### src/core/ptm_pkg.sv
// constants, types and register map of the pressure/temperature target
`default_nettype none
package ptm_pkg;
    // bus address of the target
    localparam logic [6:0]  DEV_ADDR      = 7'h6d;
    // register offsets
    localparam logic [7:0]  REG_P_HIGH    = 8'h06;
    localparam logic [7:0]  REG_P_MID     = 8'h07;
    localparam logic [7:0]  REG_P_LOW     = 8'h08;
    localparam logic [7:0]  REG_T_HIGH    = 8'h09;
    localparam logic [7:0]  REG_T_LOW     = 8'h0a;
    localparam logic [7:0]  REG_MEAS      = 8'h30;
    localparam logic [7:0]  REG_SYS       = 8'ha5;
    localparam logic [7:0]  REG_PCH       = 8'ha6;
    // reset values
    localparam logic [7:0]  MEAS_RST      = 8'h00;
    localparam logic [7:0]  SYS_RST       = 8'h01;
    localparam logic [7:0]  PCH_RST       = 8'h00;
    localparam logic [23:0] P_RES_RST     = 24'h000000;
    localparam logic [15:0] T_RES_RST     = 16'h0000;
    // measurement_control fields
    localparam int          MC_IDLE_HI    = 7;
    localparam int          MC_IDLE_LO    = 4;
    localparam int          MC_GO_BIT     = 3;
    localparam int          MC_KIND_HI    = 2;
    localparam logic [2:0]  KIND_COMBINED = 3'h2;
    localparam logic [2:0]  KIND_PERIODIC = 3'h3;
    // system_setup fields
    localparam int          SYS_DIAG_BIT  = 0;
    localparam int          SYS_RAW_BIT   = 1;
    localparam int          SYS_UNS_BIT   = 2;
    localparam int          SYS_LDO_BIT   = 3;
    // pressure_channel_setup fields, bit 6 reserved
    localparam int          PCH_SWAP_BIT  = 7;
    localparam int          PCH_GAIN_HI   = 5;
    localparam int          PCH_GAIN_LO   = 3;
    localparam int          PCH_OSR_HI    = 2;
    localparam logic [7:0]  PCH_RW_MASK   = 8'hbf;
    // sign bits flipped for unsigned raw output
    localparam logic [23:0] P_SIGN        = 24'h800000;
    localparam logic [15:0] T_SIGN        = 16'h8000;
    localparam logic [3:0]  BYTE_BITS     = 4'h8;
    // timing
    localparam int          CLK_KHZ       = 25000;
    localparam int          CONV_TIME_US  = 5000;
    localparam int          IDLE_STEP_US  = 62500;
    localparam int          CONV_PHASE_CYC =
        CONV_TIME_US * CLK_KHZ / 1000 / 2;
    localparam int          IDLE_STEP_CYC =
        IDLE_STEP_US * CLK_KHZ / 1000;

    typedef struct packed {
        logic [23:0] cal_press;
        logic [23:0] raw_press;
        logic [15:0] cal_temp;
        logic [15:0] raw_temp;
    } ptm_sample_t;

    typedef struct packed {
        logic       temp_busy;
        logic       press_busy;
        logic       input_swap;
        logic       diag_en;
        logic       regulator_level;
        logic [2:0] gain;
        logic [2:0] osr;
    } ptm_fe_ctl_t;

    typedef enum logic [2:0] {
        ST_IDLE = 3'h0,
        ST_RX   = 3'h1,
        ST_ACK  = 3'h2,
        ST_TX   = 3'h3,
        ST_RACK = 3'h4
    } ptm_i2c_st_t;

    typedef enum logic [1:0] {
        CV_IDLE  = 2'h0,
        CV_TEMP  = 2'h1,
        CV_PRESS = 2'h2,
        CV_WAIT  = 2'h3
    } ptm_cv_st_t;
endpackage
`default_nettype wire

### src/core/ptm_sensor_i2c.sv
// i2c target, register map and conversion sequencer of the sensor
`default_nettype none
module ptm_sensor_i2c #(
    parameter int CONV_CYC = ptm_pkg::CONV_PHASE_CYC,
    parameter int IDLE_CYC = ptm_pkg::IDLE_STEP_CYC
) (
    // clock, reset, enable
    input  wire logic                 core_clk_i,
    input  wire logic                 arst_n_i,
    input  wire logic                 ce_i,
    // i2c pins
    input  wire logic                 scl_i,
    input  wire logic                 sda_i,
    output logic                      sda_o,
    output logic                      sda_oe_o,
    // analog front end
    input  wire ptm_pkg::ptm_sample_t sample_i,
    output ptm_pkg::ptm_fe_ctl_t      fe_ctl_o
);
    import ptm_pkg::*;

    // pin synchronisers and edge history
    logic        scl_s1_ff;
    logic        scl_s2_ff;
    logic        scl_d_ff;
    logic        sda_s1_ff;
    logic        sda_s2_ff;
    logic        sda_d_ff;
    // i2c engine
    ptm_i2c_st_t st_ff;
    ptm_i2c_st_t nxt_st;
    logic [3:0]  cnt_ff;
    logic [3:0]  nxt_cnt;
    logic [7:0]  shift_ff;
    logic [7:0]  nxt_shift;
    logic        first_ff;
    logic        nxt_first;
    logic        ptr_phase_ff;
    logic        nxt_ptr_phase;
    logic        read_ff;
    logic        nxt_read;
    logic [7:0]  ptr_ff;
    logic [7:0]  nxt_ptr;
    logic        oe_ff;
    logic        nxt_oe;
    logic        wr_en;
    // registers
    logic [7:0]  meas_ff;
    logic [7:0]  sys_ff;
    logic [7:0]  pch_ff;
    logic [23:0] p_res_ff;
    logic [15:0] t_res_ff;
    logic [15:0] t_hold_ff;
    // conversion sequencer
    ptm_cv_st_t  cv_ff;
    ptm_cv_st_t  nxt_cv;
    logic [31:0] tmr_ff;
    logic [31:0] nxt_tmr;
    logic        clr_go;
    logic        commit;
    logic        hold_temp;

    // bus events, all from synchronised copies
    wire scl_rise = scl_s2_ff & ~scl_d_ff;
    wire scl_fall = ~scl_s2_ff & scl_d_ff;
    wire scl_hi   = scl_s2_ff & scl_d_ff;
    wire bus_start = scl_hi & sda_d_ff & ~sda_s2_ff;
    wire bus_stop  = scl_hi & ~sda_d_ff & sda_s2_ff;
    wire byte_done = scl_fall & (cnt_ff == BYTE_BITS);
    wire addr_hit  = shift_ff[7:1] == DEV_ADDR;

    // register fields
    wire [3:0] idle_code = meas_ff[MC_IDLE_HI:MC_IDLE_LO];
    wire       go_bit    = meas_ff[MC_GO_BIT];
    wire [2:0] kind      = meas_ff[MC_KIND_HI:0];
    wire       raw_sel   = sys_ff[SYS_RAW_BIT];
    wire       uns_sel   = sys_ff[SYS_UNS_BIT] & raw_sel;
    wire       kind_ok   = (kind == KIND_COMBINED) |
                           (kind == KIND_PERIODIC);
    wire       periodic  = kind == KIND_PERIODIC;

    // output selection, calibrated unless raw requested
    wire [23:0] p_pick = raw_sel ? sample_i.raw_press
                                 : sample_i.cal_press;
    wire [15:0] t_pick = raw_sel ? sample_i.raw_temp
                                 : sample_i.cal_temp;
    // offset binary by flipping the sign bit
    wire [23:0] p_sel = uns_sel ? p_pick ^ P_SIGN : p_pick;
    wire [15:0] t_sel = uns_sel ? t_pick ^ T_SIGN : t_pick;

    // read data mux, unmapped offsets read zero
    wire [7:0] rd_byte =
        (ptr_ff == REG_P_HIGH) ? p_res_ff[23:16] :
        (ptr_ff == REG_P_MID)  ? p_res_ff[15:8]  :
        (ptr_ff == REG_P_LOW)  ? p_res_ff[7:0]   :
        (ptr_ff == REG_T_HIGH) ? t_res_ff[15:8]  :
        (ptr_ff == REG_T_LOW)  ? t_res_ff[7:0]   :
        (ptr_ff == REG_MEAS)   ? meas_ff         :
        (ptr_ff == REG_SYS)    ? sys_ff          :
        (ptr_ff == REG_PCH)    ? pch_ff          : 8'h00;

    wire wr_meas = wr_en & (ptr_ff == REG_MEAS);
    wire wr_sys  = wr_en & (ptr_ff == REG_SYS);
    wire wr_pch  = wr_en & (ptr_ff == REG_PCH);
    // host setting go wins over the sequencer's clear
    wire go_next = wr_meas ? shift_ff[MC_GO_BIT]
                           : go_bit & ~clr_go;

    // sda only moves on a seen scl fall, so never while scl is high
    always_comb
    begin
        nxt_st        = st_ff;
        nxt_cnt       = cnt_ff;
        nxt_shift     = shift_ff;
        nxt_first     = first_ff;
        nxt_ptr_phase = ptr_phase_ff;
        nxt_read      = read_ff;
        nxt_ptr       = ptr_ff;
        nxt_oe        = oe_ff;
        wr_en         = 1'b0;
        unique case (st_ff)
            ST_IDLE:
            begin
                nxt_oe = 1'b0;
            end
            ST_RX:
            begin
                if (scl_rise)
                begin
                    nxt_shift = {shift_ff[6:0], sda_s2_ff};
                    nxt_cnt   = cnt_ff + 4'h1;
                end
                if (byte_done)
                begin
                    nxt_cnt = 4'h0;
                    if (first_ff)
                    begin
                        nxt_first = 1'b0;
                        nxt_read  = shift_ff[0];
                        nxt_st    = addr_hit ? ST_ACK : ST_IDLE;
                        nxt_oe    = addr_hit;
                    end
                    else if (ptr_phase_ff)
                    begin
                        nxt_ptr_phase = 1'b0;
                        nxt_ptr       = shift_ff;
                        nxt_st        = ST_ACK;
                        nxt_oe        = 1'b1;
                    end
                    else
                    begin
                        wr_en   = 1'b1;
                        nxt_ptr = ptr_ff + 8'h01;
                        nxt_st  = ST_ACK;
                        nxt_oe  = 1'b1;
                    end
                end
            end
            ST_ACK:
            begin
                if (scl_fall)
                begin
                    nxt_cnt = 4'h0;
                    if (read_ff)
                    begin
                        nxt_shift = rd_byte;
                        nxt_ptr   = ptr_ff + 8'h01;
                        nxt_oe    = ~rd_byte[7];
                        nxt_st    = ST_TX;
                    end
                    else
                    begin
                        nxt_oe = 1'b0;
                        nxt_st = ST_RX;
                    end
                end
            end
            ST_TX:
            begin
                if (scl_rise)
                begin
                    nxt_cnt = cnt_ff + 4'h1;
                end
                if (byte_done)
                begin
                    nxt_oe = 1'b0;
                    nxt_st = ST_RACK;
                end
                else if (scl_fall)
                begin
                    nxt_shift = {shift_ff[6:0], 1'b0};
                    nxt_oe    = ~shift_ff[6];
                end
            end
            ST_RACK:
            begin
                // nack ends the read, ack fetches the next byte
                if (scl_rise)
                begin
                    nxt_st = sda_s2_ff ? ST_IDLE : ST_ACK;
                end
            end
            default:
            begin
                nxt_st = ST_IDLE;
                nxt_oe = 1'b0;
            end
        endcase
        if (bus_start)
        begin
            nxt_st        = ST_RX;
            nxt_cnt       = 4'h0;
            nxt_first     = 1'b1;
            nxt_ptr_phase = 1'b1;
            nxt_oe        = 1'b0;
        end
        else if (bus_stop)
        begin
            nxt_st = ST_IDLE;
            nxt_oe = 1'b0;
        end
    end

    // conversion sequencer
    always_comb
    begin
        nxt_cv    = cv_ff;
        nxt_tmr   = tmr_ff;
        clr_go    = 1'b0;
        commit    = 1'b0;
        hold_temp = 1'b0;
        unique case (cv_ff)
            CV_IDLE:
            begin
                if (go_bit & kind_ok)
                begin
                    nxt_cv  = CV_TEMP;
                    nxt_tmr = 32'(CONV_CYC - 1);
                end
                else if (go_bit)
                begin
                    // nothing to run for other kinds
                    clr_go = 1'b1;
                end
            end
            CV_TEMP:
            begin
                if (tmr_ff == 32'h0)
                begin
                    hold_temp = 1'b1;
                    nxt_cv    = CV_PRESS;
                    nxt_tmr   = 32'(CONV_CYC - 1);
                end
                else
                begin
                    nxt_tmr = tmr_ff - 32'h1;
                end
            end
            CV_PRESS:
            begin
                if (tmr_ff == 32'h0)
                begin
                    commit = 1'b1;
                    if (periodic & go_bit)
                    begin
                        nxt_cv  = CV_WAIT;
                        nxt_tmr = 32'(idle_code) *
                                  32'(IDLE_CYC);
                    end
                    else
                    begin
                        nxt_cv = CV_IDLE;
                        clr_go = ~periodic;
                    end
                end
                else
                begin
                    nxt_tmr = tmr_ff - 32'h1;
                end
            end
            CV_WAIT:
            begin
                if (~go_bit | ~periodic)
                begin
                    nxt_cv = CV_IDLE;
                end
                else if (tmr_ff == 32'h0)
                begin
                    nxt_cv  = CV_TEMP;
                    nxt_tmr = 32'(CONV_CYC - 1);
                end
                else
                begin
                    nxt_tmr = tmr_ff - 32'h1;
                end
            end
        endcase
    end

    // synchronisers; stage one feeds stage two only
    always_ff @(posedge core_clk_i or negedge arst_n_i)
    begin
        if (!arst_n_i)
        begin
            scl_s1_ff <= 1'b1;
            scl_s2_ff <= 1'b1;
            scl_d_ff  <= 1'b1;
            sda_s1_ff <= 1'b1;
            sda_s2_ff <= 1'b1;
            sda_d_ff  <= 1'b1;
        end
        else if (ce_i)
        begin
            scl_s1_ff <= scl_i;
            scl_s2_ff <= scl_s1_ff;
            scl_d_ff  <= scl_s2_ff;
            sda_s1_ff <= sda_i;
            sda_s2_ff <= sda_s1_ff;
            sda_d_ff  <= sda_s2_ff;
        end
    end

    always_ff @(posedge core_clk_i or negedge arst_n_i)
    begin
        if (!arst_n_i)
        begin
            st_ff        <= ST_IDLE;
            cnt_ff       <= 4'h0;
            shift_ff     <= 8'h00;
            first_ff     <= 1'b0;
            ptr_phase_ff <= 1'b0;
            read_ff      <= 1'b0;
            ptr_ff       <= 8'h00;
            oe_ff        <= 1'b0;
        end
        else if (ce_i)
        begin
            st_ff        <= nxt_st;
            cnt_ff       <= nxt_cnt;
            shift_ff     <= nxt_shift;
            first_ff     <= nxt_first;
            ptr_phase_ff <= nxt_ptr_phase;
            read_ff      <= nxt_read;
            ptr_ff       <= nxt_ptr;
            oe_ff        <= nxt_oe;
        end
    end

    // writable registers
    always_ff @(posedge core_clk_i or negedge arst_n_i)
    begin
        if (!arst_n_i)
        begin
            meas_ff <= MEAS_RST;
            sys_ff  <= SYS_RST;
            pch_ff  <= PCH_RST;
        end
        else if (ce_i)
        begin
            meas_ff[MC_GO_BIT] <= go_next;
            if (wr_meas)
            begin
                meas_ff[MC_IDLE_HI:MC_IDLE_LO] <=
                    shift_ff[MC_IDLE_HI:MC_IDLE_LO];
                meas_ff[MC_KIND_HI:0] <= shift_ff[MC_KIND_HI:0];
            end
            if (wr_sys)
            begin
                sys_ff <= shift_ff;
            end
            if (wr_pch)
            begin
                pch_ff <= shift_ff & PCH_RW_MASK;
            end
        end
    end

    // results: temperature held until pressure lands, then both at once
    always_ff @(posedge core_clk_i or negedge arst_n_i)
    begin
        if (!arst_n_i)
        begin
            cv_ff     <= CV_IDLE;
            tmr_ff    <= 32'h0;
            t_hold_ff <= T_RES_RST;
            p_res_ff  <= P_RES_RST;
            t_res_ff  <= T_RES_RST;
        end
        else if (ce_i)
        begin
            cv_ff  <= nxt_cv;
            tmr_ff <= nxt_tmr;
            if (hold_temp)
            begin
                t_hold_ff <= t_sel;
            end
            if (commit)
            begin
                p_res_ff <= p_sel;
                t_res_ff <= t_hold_ff;
            end
        end
    end

    // pins and front-end controls, all registered
    always_ff @(posedge core_clk_i or negedge arst_n_i)
    begin
        if (!arst_n_i)
        begin
            sda_o    <= 1'b0;
            sda_oe_o <= 1'b0;
            fe_ctl_o <= '0;
        end
        else if (ce_i)
        begin
            sda_o                    <= 1'b0;
            sda_oe_o                 <= nxt_oe;
            fe_ctl_o.temp_busy       <= nxt_cv == CV_TEMP;
            fe_ctl_o.press_busy      <= nxt_cv == CV_PRESS;
            fe_ctl_o.input_swap      <= pch_ff[PCH_SWAP_BIT];
            fe_ctl_o.diag_en         <= sys_ff[SYS_DIAG_BIT];
            fe_ctl_o.regulator_level <= sys_ff[SYS_LDO_BIT];
            fe_ctl_o.gain <= pch_ff[PCH_GAIN_HI:PCH_GAIN_LO];
            fe_ctl_o.osr  <= pch_ff[PCH_OSR_HI:0];
        end
    end
endmodule
`default_nettype wire

### config.mk
export PLATFORM = sky130hd
export DESIGN_NAME = ptm_sensor_i2c
export DESIGN_NICKNAME = d
export VERILOG_FILES = /design/src/core/ptm_pkg.sv /design/src/core/ptm_sensor_i2c.sv
export SDC_FILE = /design/constraint.sdc
export NUM_CORES = 1
export LEC_CHECK = 0
export BUFFER_PORTS_ARGS = -buffer_cell sky130_fd_sc_hd__buf_2
export CAP_MARGIN = 20
export CORE_MARGIN = 2
export CORE_UTILIZATION = 40
export CTS_BUF_LIST = sky130_fd_sc_hd__clkbuf_16
export DETAILED_ROUTE_END_ITERATION = 16
export MAX_ROUTING_LAYER = met4
export PLACE_DENSITY_LB_ADDON = 0.08
export SLEW_MARGIN = 20
export SYNTH_ARGS = -nofsm -noshare
export SYNTH_HDL_FRONTEND = slang
export SYNTH_SLANG_ARGS = --single-unit
### constraint.sdc
create_clock -name core_clk_i -period 9.45 [get_ports core_clk_i]
set_input_delay 0.945 -clock core_clk_i [delete_from_list [all_inputs] [get_ports core_clk_i]]
set_output_delay 0.945 -clock core_clk_i [all_outputs]
set_load 0.01 [all_outputs]
==> metrics.cfg, run 1 <==
[floorplan]
io-pin-count = 98
rows = 56
start_util = 0.405
fp.dieW_um = 157
dieArea_um2 = 24800
dieHeight_um = 157
core-area_um2 = 23300

[synthesis]
yosysWarnings = 0
synth_cell_types = 76
synth_edf_count = 0
syn_area_um2 = 9420
synth-main-ff-cell = dfrtp_1
syn_nets = 1130
ys_ff_latch = 157
seq_area_frac_synth = 0.418
ys_async_sr_fraction = 1.00
synthCells = 1008
syn_area_per_cell_um2 = 9.35

[grt]
overflow = 0
busiest_layer = met2
antenna_found_initial = 0
use_met3 = 0.0352
grt_usage = 0.217
grtUsageMet2 = 0.330
met1_usage = 0.302
grt_pass1_wl_um = 40800
grt_max_degree = 100
grt_pass1_vias = 7382

[clocking]
cts_sinks = 157
cts_root_buf = clkbuf_16
cts_buffers = 17
clk_latency_ps = 430
cts_resized = 0
cts_setup_buffers = 0
htree_levels = 4
cts_tree = built
cts_buffer_depth = 2
cts_hold_buffers = 0
path_clk_slew_ps = 70

[worst_setup_path]
path_depth = 13
cp-endpoint = tmr_ff[23]
crit_path_end_kind = flop
critPathLaunch = meas_ff[6]
reg2reg_depth = 13
crit_type = flop to flop
r2r_setup_slack_ps = 5550
r2r-start = meas_ff[6]
crit_fanout = 9
worstPathRequired_ps = 9770
cp_slowest_cell = fa_1
worstPathCellList = fa_1 > inv_1 > fa_1 > inv_1 > fa_1 > a21o_1 > a31oi_1 > o221ai_1 > a21oi_1 > o21bai_1 > a31oi_1 > mux2i_1 > nand2_1
cpPeakStageDelay_ps = 630
crit_buf_inv = 2
start_kind = flop
cp_top_family = adder cells
critPathArrivalTime_ps = 4210
r2r_end = tmr_ff[23]
path_common_cell = fa_1

[route]
dr.pass1.iters = 5
avgRoutedWirePerCell_um = 18.0
vias_per_cell = 5.50
via_count = 7733
drtIter0Drc = 520
route.detailed.drc = 0
ant_nets = 0
drt-total-wl_um = 25300

[sta]
fmax_ghz = 0.257
setup_viol = 0
rsz0062_at_grt = no
setup_ws_ps = 5550
drv_slew = 0
skew_ps = 14.5
slew_headroom = 0.345
finalCritPeriodShare = 0.413
tightestPinTransition_ps = 982
layout_min_cycle_time_ps = 3900
timing_hold_violations_final = 0
tns_ps = 0

[job]
drv_cap = 0

[power_and_ir_drop]
peakVddDrop_mv = 0.0822
p_per_area_nw_per_um2 = 158
leakage_nw = 4.76

[final_layout]
final_util = 0.460
instances_no_fill = 1406
syn2layout_area_growth_pct = 13.6
final_cell_mix = dfrtp_1, o21ai_0, nand2_1, buf_2, a21oi_1
layout-drive-gt1-share = 0.201
layout_commonest_cell = dfrtp_1
antennaDiodeCount = 0
nets = 1196

[placement]
numPortBuffers = 96
gp_congestion = 0.872
dp_cells = 1374
dp_hpwl_um = 18000
pre_cts_ws_ps = 5580

[worst_hold_path]
hold_path.class = flop to flop

[outcome]
status = finished clean

kinds of logic after synthesis:
family	after synthesis	synth area share
AND/OR/NAND/NOR	312	0.162
multiplexers	100	0.119
buffers and inverters	89	0.0398
AO/OA/AOI/OAI	295	0.190
flip-flops	157	0.418
adder cells (fa/ha/maj)	37	0.0555
other	1	0.000398
XOR/XNOR	17	0.0158
final cells by class:
| class | count | area, um^2 |
|---|---|---|
| multi-input combinational | 762 | 5110 |
| tap | 319 | 399 |
| sequential | 157 | 3940 |
| clock buffer | 17 | 425 |
| timing repair buffer | 105 | 554 |
| clock inverter | 15 | 164 |
| fill | 2307 | 12600 |
| inverter | 31 | 116 |
worst register-to-register path, delay by kind of cell (launching register included):
kind | cells | cell delay, ps
adders and majority gates | 3 | 1590
and+or+nand+nor | 1 | 70
AOI/OAI and AO/OA | 6 | 1200
DFF | 1 | 520
buffers and inverters | 2 | 180
muxes | 1 | 240
worst min path at each step:
| stage | start | end | slack (ps) | cells after the start |
|---|---|---|---|---|
| after floorplan | p_res_ff[22] | p_res_ff[22] | 440 | 2 |
| after global placement | t_hold_ff[4] | t_hold_ff[4] | 460 | 2 |
| after detailed placement | t_hold_ff[2] | t_hold_ff[2] | 470 | 2 |
| after CTS | t_hold_ff[2] | t_hold_ff[2] | 480 | 2 |
| after global routing | t_hold_ff[11] | t_hold_ff[11] | 510 | 2 |
| final | p_res_ff[20] | p_res_ff[20] | 480 | 2 |
power by group:
group,switching [mW],total (mW),internal (mW)
clock,0.332,0.689,0.357
sequential,0.0615,0.776,0.714
combinational,0.137,0.229,0.0919
sequential cells by signal, indices dropped and copies added, names as in the netlist, 8 cells and up:
name       cells
fe_ctl_o      11
meas_ff        8
p_res_ff      24
ptr_ff         8
shift_ff       8
sys_ff         8
t_hold_ff     16
t_res_ff      16
tmr_ff        32
layer usage:
metal,share of wire,vias to the layer above
li1,-,3809
met1,0.49,3681
met2,0.45,214
met3,0.045,29
met4,0.017,0
met5,0,-
Yosys cell counts (10+ instances only):
cell | instances | area, um^2
nand4_1 | 12 | 75.1
nor4_1 | 10 | 62.6
dfrtp_1 | 150 | 3750
a21oi_1 | 66 | 330
mux2_2 | 45 | 507
nor2_1 | 55 | 206
a31oi_1 | 18 | 113
or3_1 | 14 | 87.6
nand3_1 | 22 | 110
nor2b_1 | 12 | 75.1
nor3_1 | 29 | 145
nand2_1 | 114 | 428
clkbuf_1 | 48 | 180
ha_1 | 29 | 363
inv_1 | 31 | 116
o21ai_0 | 124 | 621
mux2i_1 | 43 | 430
mux2_4 | 12 | 180
metrics by stage:
step                power (mW)  instance area, um^2  hold WS, ps
detailed placement        1.02                10100          467
finish                    1.69                10700          483
floorplan                0.926                 9420          441
CTS                       1.71                10700          484
global placement          1.02                10100          463
global route              1.78                10700          508
Note: power is estimated with default switching activity, not from simulation.
==> run 2, diff against run 1 <==
- clock period: 9.45 -> 3.65 ns (I/O delays scaled with it)
==> run 2 against run 1 <==
  * Cell area grew 2.5%
  * Cell count increased by 1.7%
  * Flip-flop and latch count is the same
  * Worst setup slack got worse by 5400 ps
  * Global-route usage is 0.42 points higher
  * Critical endpoint unchanged
  * Largest power group unchanged
==> metrics.cfg, run 2 (synthesis gave the netlist of run 1 again) <==
[final_layout]
largest_reg_flops = 32  ; unchanged
nets = 1220  ; was 1196
layout_commonest_cell = dfrtp_1  ; unchanged
layout-drive-gt1-share = 0.222  ; was 0.201
final_cell_mix = dfrtp_1, o21ai_0, nand2_1, buf_2, a21oi_1  ; unchanged
antennaDiodeCount = 0  ; unchanged
syn2layout_area_growth_pct = 16.5  ; was 13.6%
largestRegisters = tmr_ff x32, p_res_ff x24  ; unchanged
largest_register = tmr_ff  ; unchanged
final_util = 0.472  ; was 0.460

[power_and_ir_drop]
leakage_nw = 4.89  ; was 4.76 nW
p_per_area_nw_per_um2 = 408  ; was 158 nW/um^2
peakVddDrop_mv = 0.240  ; was 0.0822 mV

[route]
ant_nets = 0  ; unchanged
drtIter0Drc = 581  ; was 520
via_count = 7870  ; was 7733
avgRoutedWirePerCell_um = 17.8  ; was 18.0 um
drt-total-wl_um = 25500  ; was 25300 um
vias_per_cell = 5.50  ; about the same
dr.pass1.iters = 7  ; was 5
route.detailed.drc = 0  ; unchanged

[grt]
grt_max_degree = 86  ; was 100
busiest_layer = met2  ; unchanged
use_met3 = 0.0336  ; was 0.0352
grt_pass1_vias = 7551  ; was 7382
antenna_found_initial = 0  ; unchanged
overflow = 0  ; unchanged
met1_usage = 0.306  ; was 0.302
grtUsageMet2 = 0.338  ; was 0.330
grt_usage = 0.221  ; was 0.217
grt_pass1_wl_um = 41500  ; was 40800 um

[floorplan]
start_util = 0.405  ; unchanged
fp.dieW_um = 157  ; unchanged
core-area_um2 = 23300  ; unchanged
io-pin-count = 98  ; unchanged
dieArea_um2 = 24800  ; unchanged
dieHeight_um = 157  ; unchanged
rows = 56  ; unchanged

[worst_setup_path]
crit_type = flop to flop  ; unchanged
reg2reg_depth = 13  ; unchanged
r2r_setup_slack_ps = 160  ; was 5550 ps
start_kind = flop  ; unchanged
critPathLaunch = meas_ff[5]  ; was meas_ff[6]
r2r_end = tmr_ff[23]  ; unchanged
critPathArrivalTime_ps = 3810  ; was 4210 ps
crit_path_end_kind = flop  ; unchanged
crit_fanout = 3  ; was 9
r2r-start = meas_ff[5]  ; was meas_ff[6]
cp-endpoint = tmr_ff[23]  ; unchanged
worstPathRequired_ps = 3960  ; was 9770 ps

[sta]
holdWs_ps = 166  ; was 483 ps
slew_headroom = 0.363  ; was 0.345
layout_min_cycle_time_ps = 3490  ; was 3900 ps
tightestPinTransition_ps = 952  ; was 982 ps
drv_slew = 0  ; unchanged
finalCritPeriodShare = 0.957  ; was 0.413
skew_ps = 16.1  ; was 14.5 ps
fmax_ghz = 0.286  ; was 0.257 GHz
timing_hold_violations_final = 0  ; unchanged
setup_viol = 0  ; unchanged

[clocking]
htree_levels = 4  ; unchanged
cts_buffer_depth = 2  ; unchanged
cts_root_buf = clkbuf_16  ; unchanged
clk_latency_ps = 430  ; about the same
cts_buffers = 17  ; unchanged
path_clk_slew_ps = 70  ; about the same
cts_sinks = 157  ; unchanged
cts_tree = built  ; unchanged

[outcome]
status = finished clean  ; unchanged

[placement]
numPortBuffers = 96  ; unchanged
gp_congestion = 0.889  ; was 0.872
dp_hpwl_um = 18500  ; was 18000 um

[worst_hold_path]
hold_path.class = input port to flop  ; was flop to flop

[job]
drv_cap = 0  ; unchanged

-- run 2: worst min-delay path by stage --
| stage | start | endpoint | slack (ps) | cells after the start |
|---|---|---|---|---|
| floorplan | arst_n_i | cnt_ff[0] | 70 | 0 |
| global placement | arst_n_i | tmr_ff[26] | 450 | 1 |
| detailed placement | arst_n_i | tmr_ff[26] | 440 | 1 |
| CTS | scl_i | scl_s1_ff | 150 | 2 |
| global route | scl_i | scl_s1_ff | 160 | 2 |
| finish | scl_i | scl_s1_ff | 170 | 2 |
-- run 2: cell type report --
type / count / area [um^2]
fill: 2304 / 12300
clock buffer: 17 / 425
clock inverter: 15 / 193
inverter: 31 / 116
tap: 319 / 399
multi-input combinational: 762 / 5120
sequential: 157 / 3940
timing repair buffer: 129 / 774
-- run 2: metrics by stage --
stage               cell area (um^2)  std cells  TNS, ps  worst slack, ps  power [mW]
finish                         11000       1430        0              158        4.48
global placement               10300       1397        0              115        2.65
floorplan                       9420       1008        0             93.1        2.40
CTS                            11000       1430        0             50.4        4.52
global route                   11000       1430    -41.9            -41.9        4.72
detailed placement             10300       1397        0             71.8        2.65
-- run 2: metal layers --
metal	wire (um)	vias to the layer above
met1	12200	3768
li1	-	3850
met4	389	0
met2	11700	228
met3	1130	24
met5	0	-
-- run 2: power by group --
part	internal, mW	total, mW	switching, mW
combinational	0.254	0.612	0.358
sequential	1.85	2.01	0.158
clock	0.992	1.86	0.868
total	3.10	4.48	1.38
-- run 2: what timing repair did --
item	in CTS	in global routing
gates resized for setup	0	5
setup endpoints to repair	0	5
hold buffers	1	0
hold endpoints to repair	40	0
setup buffers	0	0
-- run 2: worst max-delay path, cell delays in order, from the launching register on --
cell	delay (ps)
dfrtp_1	400
fa_1	560
inv_1	80
fa_1	500
inv_1	80
fa_2	410
a21o_1	190
a31oi_2	190
o221ai_1	150
a21oi_1	190
o21bai_1	100
a31oi_1	250
mux2i_1	220
nand2_1	60
